### config.mk
export PLATFORM = sky130hd
export DESIGN_NAME = rsp_init_reset
export DESIGN_NICKNAME = d
export VERILOG_FILES = /design/src/rsp_pkg.sv /design/src/rsp_init_reset.sv /design/src/rsp_sync.sv /design/src/rsp_key_qual.sv
export VERILOG_INCLUDE_DIRS = /design/src /design/src/src
export SDC_FILE = /design/constraint.sdc
export NUM_CORES = 1
export LEC_CHECK = 0
export BUFFER_PORTS_ARGS = -buffer_cell sky130_fd_sc_hd__buf_2
export CELL_PAD_IN_SITES_DETAIL_PLACEMENT = 2
export CELL_PAD_IN_SITES_GLOBAL_PLACEMENT = 2
export CORE_MARGIN = 8
export CORE_UTILIZATION = 33
export DETAILED_ROUTE_END_ITERATION = 10
export PLACE_DENSITY = 0.77
export SLEW_MARGIN = 20
export SYNTH_ARGS = -nofsm -noshare
export SYNTH_HDL_FRONTEND = slang
export SYNTH_SLANG_ARGS = --single-unit
### constraint.sdc
create_clock -name ref_clk -period 1.73 [get_ports ref_clk]
set_input_delay 0.346 -clock ref_clk [delete_from_list [all_inputs] [get_ports ref_clk]]
set_output_delay 0.346 -clock ref_clk [all_outputs]
set_load 0.1 [all_outputs]
### src/rsp_map.svh
`ifndef RSP_MAP_SVH
`define RSP_MAP_SVH

// register offsets on the plain register port
`define RSP_ADDR_W           4
`define RSP_DATA_W           8
`define RSP_OFS_SUPPLY       4'h0
`define RSP_OFS_LCD_LEVEL    4'h1
`define RSP_OFS_STATUS       4'h2

// supply control field positions
`define RSP_BIT_HS_REG_EN    0
`define RSP_BIT_CORE_FROM_HS 1
`define RSP_BIT_CORE_HALVER  2
`define RSP_BIT_LCD_HALVER   3
`define RSP_BIT_LCD_ON       4

// status field positions
`define RSP_BIT_ST_LATCH     0
`define RSP_BIT_ST_KEY_RST   1
`define RSP_BIT_ST_KEY_FILT  2
`define RSP_BIT_ST_HS_CLK    3
`define RSP_BIT_ST_TICK      4

// reset values
`define RSP_RST_SUPPLY       8'h00
`define RSP_RST_LCD_LEVEL    4'h0

// timing: reference clock, pin noise, oscillator based times
`define RSP_CLK_NS           100
`define RSP_RST_NOISE_NS     100
`define RSP_RST_NOISE_SMP    ((`RSP_RST_NOISE_NS + `RSP_CLK_NS - 1) / `RSP_CLK_NS + 1)
`define RSP_OSC_HZ           32768
`define RSP_TICK_HZ          2
`define RSP_OSC_DIV          (`RSP_OSC_HZ / `RSP_TICK_HZ)
`define RSP_KEY_FILT_US      1500
`define RSP_KEY_FILT_EDGES   ((`RSP_KEY_FILT_US * `RSP_OSC_HZ) / 1000000)
`define RSP_KEY_HOLD_MS      1000
`define RSP_KEY_HOLD_EDGES   ((`RSP_KEY_HOLD_MS * `RSP_OSC_HZ) / 1000)

`endif

### src/rsp_pkg.sv
package rsp_pkg;

   // build-time choice of key combination
   typedef enum logic [1:0] {
      RSP_KEY_OFF,
      RSP_KEY_01,
      RSP_KEY_012,
      RSP_KEY_0123
   } rsp_key_opt_t;

   // supply controls seen by the analog side
   typedef struct packed {
      logic       hsRegEnable;       // high-speed regulator on
      logic       coreFromHighSpeed; // core voltage from high-speed regulator
      logic       coreHalver;        // low-speed regulator halved
      logic       lcdHalver;         // lcd supply halved
      logic       lcdSupplyOn;       // lcd supply circuit on
      logic [3:0] lcdBaseLevel;      // lcd base level step
   } rsp_supply_t;

endpackage : rsp_pkg

### src/rsp_init_reset.sv
`timescale 1ns/100ps
`default_nettype none
`include "rsp_map.svh"

// Overview of operation
// - pin high resets, low lets cpu run
// - pin held in latch, cleared by 2 Hz
// - release may lag pin by 250 ms
// - pin pulses under 100 ns are ignored
// - key option off or ports 0-1/0-2/0-3
// - all selected keys high triggers reset
// - key condition filtered, held 1.5 ms
// - key condition qualified for 1 s
// - reset sets regulator and lcd to normal
// - halver only without high-speed clock
// - separate halver bits for core, lcd
// - high-speed regulator off until software enables
// - software selects core voltage source
// - lcd supply on/off and 16 levels
module rsp_init_reset #(
   parameter rsp_pkg::rsp_key_opt_t KEY_OPT   = rsp_pkg::RSP_KEY_0123,
   parameter bit                    QUALIFY   = 1'b1,
   parameter int                    OSC_DIV   = `RSP_OSC_DIV,
   parameter int                    FILT_EDGE = `RSP_KEY_FILT_EDGES,
   parameter int                    HOLD_EDGE = `RSP_KEY_HOLD_EDGES
) (
   // clock and reset
   input  wire logic                      ref_clk,
   input  wire logic                      rst_b,
   // pins from outside
   input  wire logic                      resetPin,
   input  wire logic                      lowSpeedOsc,
   input  wire logic [3:0]                keyIn,
   // clock controller, same domain
   input  wire logic                      hsClkActive,
   // register port
   input  wire logic [`RSP_ADDR_W-1:0]    addr,
   input  wire logic [`RSP_DATA_W-1:0]    wdata,
   input  wire logic                      wrStb,
   input  wire logic                      rdStb,
   output logic      [`RSP_DATA_W-1:0]    rdata,
   // reset and supply outputs
   output logic                           initReset,
   output logic                           cpuRun,
   output rsp_pkg::rsp_supply_t           supply
);

   localparam int              DIV_W    = $clog2(OSC_DIV);
   localparam logic [DIV_W-1:0] DIV_LAST = DIV_W'(OSC_DIV - 1);
   localparam logic [DIV_W-1:0] DIV_HALF = DIV_W'(OSC_DIV / 2);
   localparam int              NSMP     = `RSP_RST_NOISE_SMP;
   localparam logic [1:0]      NSMP_TOP = 2'(NSMP - 1);

   // synchronised pins
   logic [5:0] pinSync;          // {keys, osc, reset}
   wire        rstPinS  = pinSync[0];
   wire        oscS     = pinSync[1];
   wire [3:0]  keyS     = pinSync[5:2];

   // oscillator edge and divider
   logic             oscPrev_ff;  // last synchronised osc level
   logic [DIV_W-1:0] divCnt_ff;   // osc edges within one 2 Hz period
   logic [DIV_W-1:0] nxt_divCnt;

   // reset pin noise filter and latch
   logic [1:0] highCnt_ff;       // consecutive high samples, saturating
   logic [1:0] nxt_highCnt;
   logic       latch_ff;         // internal initial reset latch
   logic       nxt_latch;

   // key path
   logic keyFiltered;            // combination past noise filter
   logic keyReset;               // combination qualified

   // software controls
   rsp_pkg::rsp_supply_t supply_ff;
   rsp_pkg::rsp_supply_t nxt_supply;
   logic [`RSP_DATA_W-1:0] rdata_ff;
   logic [`RSP_DATA_W-1:0] nxt_rdata;

   // all pins pass the double flop before any logic reads them
   rsp_sync #(
      .W (6)
   ) u_pin_sync (
      .ref_clk (ref_clk),
      .rst_b   (rst_b),
      .d       ({keyIn, lowSpeedOsc, resetPin}),
      .q       (pinSync)
   );

   // oscillator rising edge, once per osc period
   wire oscEdge = oscS & ~oscPrev_ff;

   // key combination filter and hold qualifier
   rsp_key_qual #(
      .KEY_OPT   (KEY_OPT),
      .QUALIFY   (QUALIFY),
      .FILT_EDGE (FILT_EDGE),
      .HOLD_EDGE (HOLD_EDGE)
   ) u_key_qual (
      .ref_clk     (ref_clk),
      .rst_b       (rst_b),
      .keySync     (keyS),
      .oscEdge     (oscEdge),
      .keyFiltered (keyFiltered),
      .keyReset    (keyReset)
   );

   // 2 Hz tick: high in the second half of each divider period
   wire tickHi  = (divCnt_ff >= DIV_HALF);

   // divider wraps after one 2 Hz period
   assign nxt_divCnt = !oscEdge ? divCnt_ff :
                       (divCnt_ff == DIV_LAST) ? '0 : divCnt_ff + DIV_W'(1);

   // a pin pulse seen on a single sample never counts as reset
   wire pinValid     = rstPinS && (highCnt_ff == NSMP_TOP);
   assign nxt_highCnt = !rstPinS ? 2'b00 :
                        (highCnt_ff == NSMP_TOP) ? highCnt_ff : highCnt_ff + 2'b01;

   // set wins over the tick clear; key source ored into the set
   assign nxt_latch = (pinValid || keyReset) ? 1'b1 :
                      (tickHi && !rstPinS)   ? 1'b0 :
                      latch_ff;

   // oscillator, divider, pin filter and latch
   always_ff @(posedge ref_clk or negedge rst_b) begin
      if (!rst_b) begin
         oscPrev_ff <= 1'b0;
         divCnt_ff  <= '0;
         highCnt_ff <= 2'b00;
         latch_ff   <= 1'b1;
      end else begin
         oscPrev_ff <= oscS;
         divCnt_ff  <= nxt_divCnt;
         highCnt_ff <= nxt_highCnt;
         latch_ff   <= nxt_latch;
      end
   end

   // register decode
   wire selSupply = (addr == `RSP_OFS_SUPPLY);
   wire selLevel  = (addr == `RSP_OFS_LCD_LEVEL);
   wire selStatus = (addr == `RSP_OFS_STATUS);
   wire wrSupply  = wrStb && selSupply;
   wire wrLevel   = wrStb && selLevel;

   // status word shows the block's own state
   wire [`RSP_DATA_W-1:0] statusWord = {3'b000, tickHi, hsClkActive, keyFiltered,
                                        keyReset, latch_ff};
   wire [`RSP_DATA_W-1:0] supplyWord = {3'b000, supply_ff.lcdSupplyOn, supply_ff.lcdHalver,
                                        supply_ff.coreHalver, supply_ff.coreFromHighSpeed,
                                        supply_ff.hsRegEnable};

   // read data stands only in the cycle after the strobe; unmapped reads zero
   assign nxt_rdata = !rdStb    ? '0 :
                      selSupply ? supplyWord :
                      selLevel  ? {4'h0, supply_ff.lcdBaseLevel} :
                      selStatus ? statusWord : '0;

   // supply control next value
   always_comb begin
      nxt_supply = supply_ff;
      if (wrSupply) begin
         // software owns regulator enable and core source
         nxt_supply.hsRegEnable       = wdata[`RSP_BIT_HS_REG_EN];
         nxt_supply.coreFromHighSpeed = wdata[`RSP_BIT_CORE_FROM_HS];
         nxt_supply.coreHalver        = wdata[`RSP_BIT_CORE_HALVER];
         nxt_supply.lcdHalver         = wdata[`RSP_BIT_LCD_HALVER];
         nxt_supply.lcdSupplyOn       = wdata[`RSP_BIT_LCD_ON];
      end
      if (wrLevel) begin
         nxt_supply.lcdBaseLevel = wdata[3:0];
      end
      // halving a regulator that feeds the fast clock would starve it
      if (hsClkActive) begin
         nxt_supply.coreHalver = 1'b0;
         nxt_supply.lcdHalver  = 1'b0;
      end
      // internal reset returns every supply to full normal mode
      if (latch_ff) begin
         nxt_supply = rsp_pkg::rsp_supply_t'({`RSP_RST_SUPPLY, 1'b0});
         nxt_supply.lcdBaseLevel = `RSP_RST_LCD_LEVEL;
      end
   end

   // register file and read data
   always_ff @(posedge ref_clk or negedge rst_b) begin
      if (!rst_b) begin
         supply_ff <= '0;
         rdata_ff  <= '0;
      end else begin
         supply_ff <= nxt_supply;
         rdata_ff  <= nxt_rdata;
      end
   end

   // outputs: the cpu runs only with the latch released
   assign initReset = latch_ff;
   assign cpuRun    = ~latch_ff;
   assign supply    = supply_ff;
   assign rdata     = rdata_ff;
endmodule : rsp_init_reset

`default_nettype wire

### src/rsp_sync.sv
`timescale 1ns/100ps
`default_nettype none

// two flip-flop synchroniser for pin levels
module rsp_sync #(
   parameter int W = 1
) (
   // clock and reset
   input  wire logic         ref_clk,
   input  wire logic         rst_b,
   // asynchronous levels in, synchronised levels out
   input  wire logic [W-1:0] d,
   output logic      [W-1:0] q
);

   logic [W-1:0] meta_ff;  // first stage, read only by second stage
   logic [W-1:0] sync_ff;  // second stage

   // plain double flop, nothing taps the first stage
   always_ff @(posedge ref_clk or negedge rst_b) begin
      if (!rst_b) begin
         meta_ff <= '0;
         sync_ff <= '0;
      end else begin
         meta_ff <= d;
         sync_ff <= meta_ff;
      end
   end

   assign q = sync_ff;

endmodule : rsp_sync

`default_nettype wire

### src/rsp_key_qual.sv
`timescale 1ns/100ps
`default_nettype none
`include "rsp_map.svh"

// key combination: noise reject then hold qualification
module rsp_key_qual #(
   parameter rsp_pkg::rsp_key_opt_t KEY_OPT   = rsp_pkg::RSP_KEY_0123,
   parameter bit                    QUALIFY   = 1'b1,
   parameter int                    FILT_EDGE = `RSP_KEY_FILT_EDGES,
   parameter int                    HOLD_EDGE = `RSP_KEY_HOLD_EDGES
) (
   // clock and reset
   input  wire logic       ref_clk,
   input  wire logic       rst_b,
   // synchronised keys and oscillator edge
   input  wire logic [3:0] keySync,
   input  wire logic       oscEdge,
   // results
   output logic            keyFiltered,
   output logic            keyReset
);

   typedef enum logic [1:0] {KQ_IDLE, KQ_FILTER, KQ_HOLD, KQ_FIRE} rsp_kq_state_t;

   // selected keys for an option
   function automatic logic [3:0] keyMask(rsp_pkg::rsp_key_opt_t opt);
      case (opt)
         rsp_pkg::RSP_KEY_01:   keyMask = 4'h3;
         rsp_pkg::RSP_KEY_012:  keyMask = 4'h7;
         rsp_pkg::RSP_KEY_0123: keyMask = 4'hF;
         default:               keyMask = 4'h0;
      endcase
   endfunction : keyMask

   localparam logic [3:0]  MASK      = keyMask(KEY_OPT);
   localparam logic [15:0] FILT_LAST = 16'(FILT_EDGE - 1);
   localparam logic [15:0] HOLD_LAST = 16'(HOLD_EDGE - 1);

   rsp_kq_state_t state_ff;   // qualifier state
   rsp_kq_state_t nxt_state;
   logic [15:0]   cnt_ff;     // oscillator edges in this state
   logic [15:0]   nxt_cnt;

   // extra keys held high do not spoil the match
   wire keyAll  = (MASK != 4'h0) && ((keySync & MASK) == MASK);
   wire cntDone = (state_ff == KQ_FILTER) ? (cnt_ff == FILT_LAST) : (cnt_ff == HOLD_LAST);

   // next state: any drop of the combination starts over
   always_comb begin
      nxt_state = state_ff;
      nxt_cnt   = cnt_ff;
      if (!keyAll) begin
         nxt_state = KQ_IDLE;
         nxt_cnt   = 16'h0000;
      end else begin
         case (state_ff)
            KQ_IDLE: begin
               nxt_state = KQ_FILTER;
               nxt_cnt   = 16'h0000;
            end
            KQ_FILTER, KQ_HOLD: begin
               // counting runs only on oscillator edges
               if (oscEdge && cntDone) begin
                  nxt_cnt   = 16'h0000;
                  if (state_ff == KQ_FILTER && QUALIFY) begin
                     nxt_state = KQ_HOLD;
                  end else begin
                     nxt_state = KQ_FIRE;
                  end
               end else if (oscEdge) begin
                  nxt_cnt = cnt_ff + 16'h0001;
               end
            end
            KQ_FIRE: nxt_state = KQ_FIRE;
            default: nxt_state = KQ_IDLE;
         endcase
      end
   end

   // state register
   always_ff @(posedge ref_clk or negedge rst_b) begin
      if (!rst_b) begin
         state_ff <= KQ_IDLE;
         cnt_ff   <= 16'h0000;
      end else begin
         state_ff <= nxt_state;
         cnt_ff   <= nxt_cnt;
      end
   end

   assign keyFiltered = (state_ff == KQ_HOLD) || (state_ff == KQ_FIRE);
   assign keyReset    = (state_ff == KQ_FIRE);

endmodule : rsp_key_qual

`default_nettype wire

# Word-level counts from Yosys, hierarchy flattened

Cells that the tools add are included.

$add $sub $neg: 3
Order comparisons: 1
Eq/ne operators: 14
Mux-type cells: 22
Bitwise logic cells: 3
Reduce and logical (&&, ||, !) cells: 16

Operator list:

| operator              | count |
|---|---|
| $mux 16               | 3 |
| $pmux 16 s2           | 1 |
| $mux 5                | 5 |
| $add 16x1->16 const B | 1 |
| $eq 16x15->1 const B  | 1 |
| $eq 16x6->1 const B   | 1 |
| $add 14x1->14 const B | 1 |
| $eq 14x14->1 const B  | 1 |
| $ge 14x14->1 const B  | 1 |
| $mux 14               | 1 |
| $mux 2                | 5 |
| $mux 9                | 1 |
| $ne 3x3->1 const B    | 2 |
| $pmux 2 s3            | 1 |
| $reduce_bool 2->1     | 3 |
| $logic_and 1x1->1     | 5 |
| $eq 2x1->1 const B    | 2 |
| $eq 2x2->1 const B    | 2 |
| $eq 4x1->1 const B    | 1 |
| $eq 4x2->1 const B    | 1 |
| $eq 4x4->1 const B    | 1 |
| $logic_not 4->1       | 1 |
| $mux 1                | 4 |
| $mux 4                | 1 |
| other kinds (11)      | 13 |

Bits in registers: 62
Bits of input ports: 23
Output and inout bits: 19
Word-level logic and storage cells: 74

# Longest topological paths before layout

Word-level depth: 6
Gate-level depth with buffers: 8
Gate-level depth less buffers: 7

# Hierarchy

A second synthesis with hierarchy kept.

Cells, all modules: 273
Area, all modules: 2950.3 sq um

Modules (own cells, without submodules):

| module         | times used | cells an instance | area each (sq um) | seq. area each (sq um) |
|---|---|---|---|---|
| rsp_init_reset | 1          | 152               | 1564.0            | 802.0 |
| rsp_key_qual   | 1          | 109               | 1086.0            | 450.4 |
| rsp_sync       | 1          | 12                | 300.3             | 300.3 |

# Worst setup path after synthesis

Ideal clock, no wire load.

Kind: register to register
From: reg latch_ff, in the netlist initReset
To: reg rdata_ff[0], in the netlist rdata[0]
Setup time: 0.105 ns
Arrival time: 1.869 ns
Required time: 1.625 ns
Path slack: -0.245 ns
Cell stages (with the launch flop): 4
Buffers on the path: 0
Clock period less this slack: 1.975 ns
Cell sequence: dfstp_2 inv_1 o21ai_0 nor4b_1

Longest elaborated chain between the ends: 4

Ends and longest elaborated chain:

| element                  | line                  | text |
|---|---|---|
| start: declaration       | rsp_init_reset.sv:68  | `logic latch_ff;` |
| start signal: assignment | rsp_init_reset.sv:137 | `latch_ff <= nxt_latch;` |
| $mux 5                   | rsp_init_reset.sv:159 | `selStatus ? statusWord : '0;` |
| $mux 5                   | rsp_init_reset.sv:158 | `selLevel ? {4'h0, supply_ff.lcdBaseLevel} :` |
| $mux 5                   | rsp_init_reset.sv:157 | `selSupply ? supplyWord :` |
| $mux 5                   | rsp_init_reset.sv:156 | `assign nxt_rdata = !rdStb ? '0 :` |
| net nxt_rdata[0]         | rsp_init_reset.sv:79  | `` logic [`RSP_DATA_W-1:0] nxt_rdata; `` |
| end signal: assignment   | rsp_init_reset.sv:194 | `rdata_ff <= nxt_rdata;` |
| end: declaration         | rsp_init_reset.sv:78  | `` logic [`RSP_DATA_W-1:0] rdata_ff; `` |

The timed path passes the listed nets, and every way through them passes these cells.
A chain may end at the register's enable or synchronous reset.

# Worst setup path in the final report

From: reg u_key_qual.cnt_ff[9]
To: reg u_key_qual.state_ff[0]

Longest elaborated chain between the ends: 4
Elaborated cells on any way between the ends: 5
Those cells by class: 3 x eq/ne; 1 x mux; 1 x reduce/logical

Ends and longest elaborated chain:

| element                                            | line               | text |
|---|---|---|
| start: declaration                                 | rsp_key_qual.sv:41 | `logic [15:0] cnt_ff;` |
| start signal: assignment                           | rsp_key_qual.sv:87 | `cnt_ff <= nxt_cnt;` |
| $eq 16x15->1 / $eq 16x6->1 (equally long branches) | rsp_key_qual.sv:46 | `wire cntDone = (state_ff == KQ_FILTER) ? (cnt_ff == FILT_LAST) : (cnt_ff == HOLD_LAST);` |
| $mux 1 (*)                                         | rsp_key_qual.sv:46 |  |
| $logic_and 1x1->1 (*)                              | rsp_key_qual.sv:63 | `if (oscEdge && cntDone) begin` |
| $ne 3x3->1 (no line) (*)                           | n/a                |  |
| end signal: assignment                             | rsp_key_qual.sv:86 | `state_ff <= nxt_state;` |
| end: declaration                                   | rsp_key_qual.sv:39 | `rsp_kq_state_t state_ff;` |

Every way passes the cells marked *; elsewhere a longest branch is shown, timed or not.

==> reports/metrics.csv <==
metric,value,unit
clock_latency,0.35,ns
antenna_found_initial,0,
fp.dieW,111,um
rr_worst_depth,5,
grt_pass1_vias,3109,
grt_max_degree,24,
h-tree-depth,3,
gr-usage-met1,0.176,
cts_root_buf,clkbuf_8,
crit_path_end_kind,flop,
ys.warnings.count,0,
place_congestion,0.748,
fin_ws,-0.153,ns
ys_ff_latch,62,
seq_area_frac_synth,0.520,
num_vias,2605,
max_slew_margin,0.643,
globalRouteTotalUtil,0.164,
grt_most_used_layer,met2,
yosysUniqueCellTypes,50,
hold_viol,0,
finalNonFillerCells,490,
postSynthCellCount,290,
hold_slack,0.0932,ns
synth_edf_count,0,
num_rows,34,
start_util,0.341,
synth_common_cells,"dfrtp_1 (61), nor2_1 (27), nand2_1 (25)",
gr-total-overflow,0,
cp_max_fo,3,
wl_per_cell,21.5,um
synth-async-reset-ratio,1.00,
worstSetupPathType,flop to flop,
fillers,925,
grt_pass1_wl,16300,um
max_freq,0.531,GHz
power,3.33,mW
core_area,8760,um2
worstPathRequired,1.97,ns
leakage,1.84,nW
cp_data_arrival_time,2.12,ns
die_h,111,um
final_util,0.472,
startpoint,u_key_qual.cnt_ff[9],
period_needed,1.88,ns
slew_violations,0,
hp-class,primary input to flop,
area_growth_syn_to_layout,38.6,%
yosysMostFrequentCell,dfrtp_1,
cts-buffers-inserted,9,
clock_skew,0.0117,ns
viasPerCell,5.32,
use_met3,0.0433,
cts_buffer_depth,2,
drive_gt1_frac,0.382,
violations,setup timing,
rrSetupSlack,-0.15,ns
synth_top_area_frac,0.511,
drt_iter0_drc,65,
antennaDiodeCount,0,
r2r_end,u_key_qual.state_ff[0],
worst_pin_slew,0.536,ns
postSynthAreaPerCell,10.3,um2
drc,0,
setup_viol,17,
synth_top_area_cell,dfrtp_1,
min_period_over_period,1.09,
tritoncts,yes,
rsz0062_at_grt,true,
cts.sink_count,62,
synth_flop_cell,dfrtp_1,
place_inst,462,
die-area,12300,um2
drv_cap,0,
wl,10500,um
synth_area_leaders,"dfrtp_1 (51%), ha_1 (3.8%), nand3_1 (3.5%), xor2_1 (3.5%), nor2_1 (3.4%)",
final.setup.tns,-1.50,ns
status,"complete, but fails checks",
final_net_count,409,
synth_area,2990,um2
ant_nets,0,
r2r-start,u_key_qual.cnt_ff[9],
grtUsageMet2,0.294,
critPathCapture,u_key_qual.state_ff[0],
cp-start-kind,flop,
clk_pin_slew,0.08,ns
p_per_area,805,nW/um2
post-dp-hpwl,6290,um
io_pins,42,
ir_drop,0.340,mV
first_pass_iters,4,
io_buffers,35,
-- cell usage in the layout, fill, tap and decap left out, types with 8 or more instances in the layout --
cell type / count
nand3_1: 19
nor2_1: 24
dfrtp_1: 60
clkbuf_8: 9
a21oi_1: 9
nand2_1: 24
xor2_1: 12
inv_1: 12
buf_2: 33
xnor2_1: 8
buf_4: 41
-- flip-flops by register name, indices dropped and copies added, names as in the netlist --
register,flops
u_key_qual.state_ff,2
supply,9
u_pin_sync.meta_ff,6
u_key_qual.cnt_ff,16
divCnt_ff,14
initReset,1
u_pin_sync.q,6
highCnt_ff,2
rdata,5
oscPrev_ff,1
-- power breakdown --
| part | switching [mW] | internal, mW |
|---|---|---|
| sequential | 0.0840 | 1.53 |
| clock | 0.659 | 0.670 |
| combinational | 0.240 | 0.145 |
-- critical path: stages, from the launching register on --
cell	delay, ns
dfrtp_1	0.38
or4_4	0.56
mux2i_4	0.19
o2111ai_4	0.19
nand2_4	0.14
mux2_4	0.31
-- logic make-up after synthesis --
kind of cell	count (synthesis)	share of synthesized area
flops	62	0.520
xor+xnor	20	0.0587
compound gates	41	0.0922
mux	10	0.0398
other cells	1	0.00126
buf+inv	26	0.0402
simple gates	121	0.210
fa+ha+maj	9	0.0377
-- layer usage --
metal,vias to the layer above,part of all wire
met3,25,0.031
met5,-,0
met4,0,0.030
met1,1351,0.39
met2,53,0.55
li1,1176,-
-- through the flow --
step	setup WS (ns)	cell area (um2)
3_3_place_gp	-0.0847	3590
4_1_cts	-0.124	3900
2_1_floorplan	-0.179	3030
3_5_place_dp	-0.140	3590
5_1_grt	-0.181	4140
6_report	-0.153	4140
-- worst min-delay path by stage --
stage                                startpoint                    end  depth (start not counted)  slack, ns
after floorplan                           rst_b           divCnt_ff[0]                          0       0.05
after global placement    u_pin_sync.meta_ff[2]        u_pin_sync.q[2]                          0       0.33
after detailed placement  u_pin_sync.meta_ff[4]        u_pin_sync.q[4]                          0       0.34
after CTS                           lowSpeedOsc  u_pin_sync.meta_ff[1]                          1       0.08
after global routing                lowSpeedOsc  u_pin_sync.meta_ff[1]                          1       0.07
final                               lowSpeedOsc  u_pin_sync.meta_ff[1]                          1       0.09
-- final cells by class --
cell class,instances,area (um2),area share
repair buffers,85,626,0.151
clock buffers,9,124,0.0299
inverters,15,62.6,0.0151
well taps,108,135,0.0327
multi-input cells,204,1560,0.377
flip-flops and latches,62,1560,0.377
clock inverters,7,73.8,0.0178
-- what timing repair did --
action,in CTS,in global routing
cloned,0,0
pin swaps,12,9
gates resized for setup,19,35
setup buffers,5,6
hold buffers,1,0
hold endpoints to repair,16,0
setup endpoints to repair,20,25
(Power assumes the default switching activity.)
